==> src/hdl/shn_pkg.sv <==
// Purpose: Constants for host-side serial link speed negotiation
// Assumes: 125 MHz mclk
// Notes:   Rate codes are a small enumeration shared with the PHY lanes
package shn_pkg;
  typedef enum logic [1:0] {
    SHN_RATE_GEN1 = 2'h1,
    SHN_RATE_GEN2 = 2'h2,
    SHN_RATE_GEN3 = 2'h3
  } shn_rate_t;

  typedef enum logic [1:0] {
    SHN_TX_TONE  = 2'h0,
    SHN_TX_ALIGN = 2'h1,
    SHN_TX_SYNC  = 2'h2
  } shn_tx_t;

  typedef enum logic [1:0] {
    SHN_ST_TONE  = 2'h0,
    SHN_ST_ALIGN = 2'h1,
    SHN_ST_IDLE  = 2'h3
  } shn_state_t;

  localparam int  SHN_CLK_MHZ       = 125;
  localparam int  SHN_ALIGN_HOLD    = 4;
  localparam logic [2:0] SHN_HOLD_W = 3'h4;
  localparam logic       SHN_SRC_REF20  = 1'b0;
  localparam logic       SHN_SRC_SERDES = 1'b1;
endpackage : shn_pkg

==> src/hdl/shn_speed_neg.sv <==
// Purpose: Host end of link speed negotiation and PHY clock source select
// Assumes: Receive lane flags come from the PHY domain and are synchronised here
// Notes:   Tone is at GEN1; answers only at a detected GEN2/GEN1 rate
`timescale 1ns/10ps

// Summary of operation
// - After reset send continuous D10.2 tone at GEN1 until ALIGNp recognised.
// - Accept target ALIGNp only at GEN2 or GEN1; keep tone during GEN3.
// - On completion go to logical idle, sending SYNCp at negotiated rate.
// - PHY runs from 20 MHz and 1.5 GHz; 20 MHz from main reference.
// - 1.5 GHz source selectable: 20 MHz reference or 100 MHz SERDES input.
module shn_speed_neg
  import shn_pkg::*;
(
  input  wire logic       mclk,
  input  wire logic       rst_n,
  input  wire logic       rx_align_seen,
  input  wire logic [1:0] rx_align_rate,
  input  wire logic       rx_sync_seen,
  input  wire logic       rx_cominit,
  input  wire logic       pll_src_sel,
  output logic      [1:0] tx_kind,
  output logic      [1:0] tx_rate,
  output logic            link_up,
  output logic            ref20_from_main,
  output logic            pll_src_serdes
);

  logic [2:0] align_s;
  logic [2:0] com_s;
  logic [2:0] sync_s;
  logic [1:0] rate_s1;
  logic [1:0] rate_s2;
  logic [1:0] rate_s3;
  logic [2:0] src_s;
  shn_state_t state;
  shn_state_t next_state;
  logic [1:0] neg_rate;
  logic [1:0] next_neg_rate;
  logic [2:0] hold;

  function automatic logic agree(input logic a, input logic b);
    agree = a & b;
  endfunction : agree

  wire align_ok   = agree(align_s[1], align_s[2]) && (rate_s2 == rate_s3);
  wire rate_legal = (rate_s3 == SHN_RATE_GEN1) || (rate_s3 == SHN_RATE_GEN2);
  wire accept     = align_ok && rate_legal;
  wire cominit    = agree(com_s[1], com_s[2]);
  wire sync_ok    = agree(sync_s[1], sync_s[2]);
  wire src_ok     = (src_s[1] == src_s[2]);

  // Pin synchronisers, three stages
  always_ff @(posedge mclk or negedge rst_n) begin
    if (!rst_n) begin
      align_s <= 3'h0;
      com_s   <= 3'h0;
      sync_s  <= 3'h0;
      rate_s1 <= 2'h0;
      rate_s2 <= 2'h0;
      rate_s3 <= 2'h0;
      src_s   <= 3'h0;
    end else begin
      align_s <= {align_s[1:0], rx_align_seen};
      com_s   <= {com_s[1:0], rx_cominit};
      sync_s  <= {sync_s[1:0], rx_sync_seen};
      rate_s1 <= rx_align_rate;
      rate_s2 <= rate_s1;
      rate_s3 <= rate_s2;
      src_s   <= {src_s[1:0], pll_src_sel};
    end
  end

  always_comb begin
    next_state    = state;
    next_neg_rate = neg_rate;
    if (cominit) begin
      next_state    = SHN_ST_TONE;
      next_neg_rate = SHN_RATE_GEN1;
    end else begin
      unique case (state)
        SHN_ST_TONE: begin
          if (accept) begin
            next_state    = SHN_ST_ALIGN;
            next_neg_rate = rate_s3;
          end
        end
        SHN_ST_ALIGN: begin
          if (sync_ok || hold == SHN_HOLD_W) begin
            next_state = SHN_ST_IDLE;
          end
        end
        SHN_ST_IDLE: begin
          next_state = SHN_ST_IDLE;
        end
        default: begin
          next_state = SHN_ST_TONE;
        end
      endcase
    end
  end

  always_ff @(posedge mclk or negedge rst_n) begin
    if (!rst_n) begin
      state    <= SHN_ST_TONE;
      neg_rate <= SHN_RATE_GEN1;
    end else begin
      state    <= next_state;
      neg_rate <= next_neg_rate;
    end
  end

  always_ff @(posedge mclk or negedge rst_n) begin
    if (!rst_n) begin
      hold <= 3'h0;
    end else if (state == SHN_ST_ALIGN && align_ok && rate_s3 == neg_rate && hold != SHN_HOLD_W) begin
      hold <= hold + 3'h1;
    end else if (state != SHN_ST_ALIGN) begin
      hold <= 3'h0;
    end
  end

  wire [1:0] next_kind = (next_state == SHN_ST_TONE)  ? SHN_TX_TONE :
                         (next_state == SHN_ST_ALIGN) ? SHN_TX_ALIGN : SHN_TX_SYNC;
  wire [1:0] next_rate = (next_state == SHN_ST_TONE) ? SHN_RATE_GEN1 : next_neg_rate;

  always_ff @(posedge mclk or negedge rst_n) begin
    if (!rst_n) begin
      tx_kind         <= SHN_TX_TONE;
      tx_rate         <= SHN_RATE_GEN1;
      link_up         <= 1'b0;
      ref20_from_main <= 1'b1;
      pll_src_serdes  <= SHN_SRC_REF20;
    end else begin
      tx_kind         <= next_kind;
      tx_rate         <= next_rate;
      link_up         <= (next_state == SHN_ST_IDLE);
      ref20_from_main <= 1'b1;
      if (src_ok && state == SHN_ST_TONE) begin
        pll_src_serdes <= src_s[2];
      end
    end
  end

  no_gen3_answer_a: assert property (@(posedge mclk) disable iff (!rst_n)
    tx_kind == SHN_TX_ALIGN |-> tx_rate != SHN_RATE_GEN3)
    else $error("align answered at GEN3");
  tone_gen1_a: assert property (@(posedge mclk) disable iff (!rst_n)
    tx_kind == SHN_TX_TONE |-> tx_rate == SHN_RATE_GEN1)
    else $error("tone not at GEN1");
  tone_hold_a: assert property (@(posedge mclk) disable iff (!rst_n)
    (state == SHN_ST_TONE && !accept && !cominit) |=> tx_kind == SHN_TX_TONE)
    else $error("tone left without alignment");
  answer_rate_a: assert property (@(posedge mclk) disable iff (!rst_n)
    (state == SHN_ST_TONE && accept && !cominit) |=> tx_kind == SHN_TX_ALIGN && tx_rate == $past(rate_s3))
    else $error("answer rate mismatch");
  idle_sync_a: assert property (@(posedge mclk) disable iff (!rst_n)
    link_up |-> tx_kind == SHN_TX_SYNC && tx_rate == neg_rate)
    else $error("idle not sending sync");
  rate_stable_a: assert property (@(posedge mclk) disable iff (!rst_n)
    (tx_kind != SHN_TX_TONE && $past(tx_kind) != SHN_TX_TONE) |-> $stable(tx_rate))
    else $error("rate changed after answer");
  restart_a: assert property (@(posedge mclk) disable iff (!rst_n)
    cominit |=> tx_kind == SHN_TX_TONE && !link_up)
    else $error("reset request ignored");
  ref20_a: assert property (@(posedge mclk) disable iff (!rst_n)
    ref20_from_main)
    else $error("20 MHz not from main reference");
  src_hold_a: assert property (@(posedge mclk) disable iff (!rst_n)
    state != SHN_ST_TONE |=> $stable(pll_src_serdes))
    else $error("clock source moved during link");

  // Sequencing checks
  gen3_tone_a: assert property (@(posedge mclk) disable iff (!rst_n)
    (state == SHN_ST_TONE && align_ok && rate_s3 == SHN_RATE_GEN3 && !cominit) |=> tx_kind == SHN_TX_TONE)
    else $error("GEN3 alignment left the tone");
  answer_legal_a: assert property (@(posedge mclk) disable iff (!rst_n)
    (tx_kind == SHN_TX_ALIGN && $past(tx_kind) == SHN_TX_TONE) |-> $past(accept))
    else $error("answer without accepted alignment");
  answer_neg_a: assert property (@(posedge mclk) disable iff (!rst_n)
    tx_kind == SHN_TX_ALIGN |-> tx_rate == neg_rate)
    else $error("answer off the negotiated rate");
  sync_idle_a: assert property (@(posedge mclk) disable iff (!rst_n)
    (state == SHN_ST_ALIGN && sync_ok && !cominit) |=> link_up && tx_kind == SHN_TX_SYNC)
    else $error("sync seen but idle not entered");
  hold_idle_a: assert property (@(posedge mclk) disable iff (!rst_n)
    (state == SHN_ST_ALIGN && hold == SHN_HOLD_W && !cominit) |=> link_up)
    else $error("matching align count did not finish");
  hold_clear_a: assert property (@(posedge mclk) disable iff (!rst_n)
    state != SHN_ST_ALIGN |=> hold == 3'h0)
    else $error("align count not cleared");
  idle_stays_a: assert property (@(posedge mclk) disable iff (!rst_n)
    (link_up && !cominit) |=> link_up && $stable(tx_rate))
    else $error("idle left without reset request");
  idle_entry_a: assert property (@(posedge mclk) disable iff (!rst_n)
    (link_up && !$past(link_up)) |-> $past(tx_kind) == SHN_TX_ALIGN)
    else $error("idle entered without answer");
  restart_rate_a: assert property (@(posedge mclk) disable iff (!rst_n)
    cominit |=> tx_rate == SHN_RATE_GEN1)
    else $error("restart tone not at GEN1");
  tone_no_link_a: assert property (@(posedge mclk) disable iff (!rst_n)
    tx_kind == SHN_TX_TONE |-> !link_up)
    else $error("link up while sending tone");
  src_follow_a: assert property (@(posedge mclk) disable iff (!rst_n)
    (state == SHN_ST_TONE && src_ok) |=> pll_src_serdes == $past(src_s[2]))
    else $error("clock source select not taken");

  gen2_link_c: cover property (@(posedge mclk) disable iff (!rst_n)
    link_up && tx_rate == SHN_RATE_GEN2);
  gen1_link_c: cover property (@(posedge mclk) disable iff (!rst_n)
    link_up && tx_rate == SHN_RATE_GEN1);
  gen3_ignored_c: cover property (@(posedge mclk) disable iff (!rst_n)
    align_ok && rate_s3 == SHN_RATE_GEN3 ##1 tx_kind == SHN_TX_TONE);
  restart_c: cover property (@(posedge mclk) disable iff (!rst_n)
    link_up ##1 cominit);
  hold_done_c: cover property (@(posedge mclk) disable iff (!rst_n)
    state == SHN_ST_ALIGN && hold == SHN_HOLD_W);

endmodule : shn_speed_neg

==> config.mk <==
export PLATFORM = sky130hd
export DESIGN_NAME = shn_speed_neg
export DESIGN_NICKNAME = d
export VERILOG_FILES = /design/src/hdl/shn_pkg.sv /design/src/hdl/shn_speed_neg.sv
export SDC_FILE = /design/constraint.sdc
export NUM_CORES = 1
export LEC_CHECK = 0
export BUFFER_PORTS_ARGS = -buffer_cell sky130_fd_sc_hd__clkbuf_2
export CAP_MARGIN = 5
export CORE_MARGIN = 10
export CORE_UTILIZATION = 49
export CTS_CLUSTER_SIZE = 30
export DETAILED_ROUTE_END_ITERATION = 8
export GPL_TIMING_DRIVEN = 0
export PLACE_DENSITY_LB_ADDON = 0.2
export SYNTH_ARGS = -nofsm -noshare
export SYNTH_HDL_FRONTEND = slang
export SYNTH_SLANG_ARGS = --single-unit
export TNS_END_PERCENT = 5
==> constraint.sdc <==
create_clock -name mclk -period 1.3 [get_ports mclk]
set_input_delay 0.065 -clock mclk [delete_from_list [all_inputs] [get_ports mclk]]
set_output_delay 0.065 -clock mclk [all_outputs]
set_load 0.05 [all_outputs]
==> flow_summary.yaml <==
run_status:
  status: "finished with violations"
  violations: "setup timing"
route:
  drtPass1Iterations: 2
  vias: 733
  drtAntennaViolNets: 0
  via_per_inst: 4.986
  dr.first_iter.drc_count: 9
  drc: 0
  avgRoutedWirePerCell_um: 12.99
  routed_wl_um: 1909
worst_setup_path:
  path_max_fanout: 3
  crit_type: "reg -> reg"
  cp-end-kind: "register"
  required_ns: 1.57
  r2r_slack_ns: -0.27
  r2r_cells: 4
  worstPathArrival_ns: 1.83
  rr_endpoint: "hold[2]"
  crit_path_start_kind: "register"
  reg2reg_from: "state[1]"
clock_tree:
  numClockSinks: 31
  htree_levels: 2
  clk_pin_slew_ns: 0.09
  clk-insertion-delay-late_ns: 0.33
  cts_max_path_buffers: 2
  cts_tree: "yes"
  cts_made_buffers: 5
  cts-root-buf: "clkbuf_4"
sta:
  fin_crit_sh: 1.207
  post-route-min-period_ns: 1.569
  setup_ws_ns: -0.2692
  holdWs_ns: 0.3074
  finalHoldViolations: 0
  slew_headroom: 0.5271
  final_max_slew_viol_count: 0
  clock_skew_ns: 0.008261
  rsz0062_at_grt: "true"
  fmax_mhz: 637.3
  worstMarginPinSlew_ns: 0.7094
  finalSetupViolations: 7
floorplanning:
  die_h_um: 67.73
  rows: 17
  start_util: 0.5094
  num_io_pins: 15
  die_w_um: 67.73
  dieArea_um2: 4587
  core-area_um2: 2191
yosys:
  synth_top_area_share: 0.6502
  yosys-top-cells-area: "dfrtp_1 65%, dfstp_2 4.7%, mux2i_1 2.7%, nand2_1 2.7%, nor2_1 2.4%"
  syn_nets: 94
  ys_seq_area_frac: 0.6973
  ys_ff_latch: 31
  synth_cell_type_count: 31
  syn-cell-area_um2: 1116
  synth_top_cell_by_area: "dfrtp_1"
  netlist_instances: 84
  yosysWarningCount: 0
  avgSynthCellArea_um2: 13.29
job:
  drv_cap: 0
finish:
  area_delta_synth_final_pct: 33.63
  post-route-cell-area_um2: 1491
  nets: 128
  layout-drive-gt1-share: 0.4034
  fill_cells: 177
  fin_cells: 147
  num_antenna_cells: 0
grt:
  grt_remaining_overflow: 0
  grtUsageMet2: 0.1432
  grt_max_degree: 32
  top_usage_layer: "met2"
  grt_pass1_vias: 737
  globalRouteMet1Util: 0.09199
  antenna_found_initial: 0
  grt_pass1_wl_um: 3132
  grt_usage: 0.09572
  met3_usage: 0.06612
placement:
  placed_cell_area_um2: 1216
  gp_congestion: 0.7550
  placed_cells: 125
  dp_worst_setup_slack_ns: -0.2417
  numPortBuffers: 13
  dpl.hpwl_um: 1174
worst_hold_path:
  hold_path_class: "in -> async"
pwr:
  power_density_nw_per_um2: 1313
  leakage_uw: 0.0006933
  power_uw: 1958
  peakVddDrop_mv: 1.093
[cell families after synthesis]
group,count (synthesis),synth area share
flip-flops,31,0.6973
other,1,0.003360
AO/OA/AOI/OAI,13,0.07737
multiplexers,3,0.02691
buffers and inverters,5,0.02018
adder cells (fa/ha/maj),2,0.02242
AND/OR/NAND/NOR,29,0.1525
[worst max-delay path by stage]
stage	start	end	cells past startpoint
6_report	state[1]	hold[2]	4
5_1_grt	hold[0]	hold[2]	6
4_1_cts	rate_s3[0]	tx_rate[0]	4
3_5_place_dp	neg_rate[0]	hold[2]	4
3_3_place_gp	rate_s3[0]	tx_rate[0]	4
2_1_floorplan	rate_s3[0]	tx_rate[0]	4
[cell usage in the layout (no fill, tap or decap), types with 2 or more instances in the layout]
cell,instances
clkbuf_4,5
inv_2,2
inv_1,2
buf_4,8
dfrtp_1,27
dlygate4sd3_1,7
nor3_2,2
nand2_1,7
mux2i_1,3
or4_4,2
dfrtp_2,2
and3_1,2
a21oi_1,4
dfstp_2,2
nor2_1,6
clkbuf_2,13
[repair_timing]
| action | CTS | global route |
|---|---|---|
| endpoints found under the setup margin | 11 | 11 |
| endpoints found under the hold margin | 35 | 0 |
| pin swaps | 2 | 4 |
| hold buffers | 7 | 0 |
| resized for setup | 4 | 12 |
| buffers inserted | 2 | 5 |
[per-layer routing]
layer,vias up,wire [um]
met2,17,887
met1,354,798
met4,0,57
met3,6,165
li1,356,-
met5,-,0
[where the power goes]
group          internal (uW)  total, uW  switching (uW)
combinational           63.0        151            88.3
clock                    454        770             315
sequential              1010       1040            30.8
[flip-flops by register name (all words and copies together) (netlist names)]
signal,count
align_s,3
com_s,3
neg_rate,2
tx_rate,2
tx_kind,2
sync_s,3
rate_s2,2
rate_s1,2
pll_src_serdes,1
state,2
src_s,3
hold,3
link_up,1
rate_s3,2
[critical path: stages (launching register included)]
cell and delay [ns]:
dfrtp_2 0.42, and2b_4 0.27, nand4_2 0.12, or4_4 0.55
a21boi_2 0.14
[layout make-up]
type / instances / area (um^2) / area share
Clock inverter: 2 / 35.03 / 0.02349
Clock buffer: 6 / 51.30 / 0.03440
Multi-Input combinational cell: 48 / 379.1 / 0.2542
Buffer: 1 / 7.507 / 0.005034
Inverter: 4 / 15.01 / 0.01007
Tap cell: 28 / 35.03 / 0.02349
Timing Repair Buffer: 27 / 187.7 / 0.1258
Sequential cell: 31 / 780.7 / 0.5235
[stage by stage]
step                utilization  setup TNS (ns)
floorplan                     -         -0.4692
global placement         0.5551         -0.9281
detailed placement       0.5551          -1.219
CTS                      0.6408         -0.9746
global route             0.6808          -1.714
finish                   0.6808          -1.087
[Yosys cell counts, drive strengths merged]
master,instances
inv,4
or2b,1
dfstp,2
o211ai,1
a221oi,1
buf,1
o21a,1
o2111ai,1
dfrtp,29
a21oi,4
o22ai,1
and4bb,2
and2b,1
or3,1
nor2,7
o21ai,1
a21o,1
and2,1
nand2,8
o31ai,1
nor3,2
conb,1
nand4,1
and3,2
ha,2
or4,2
mux2i,3
a21boi,1
nand3,1
Note: power is estimated with default switching activity, not from simulation.
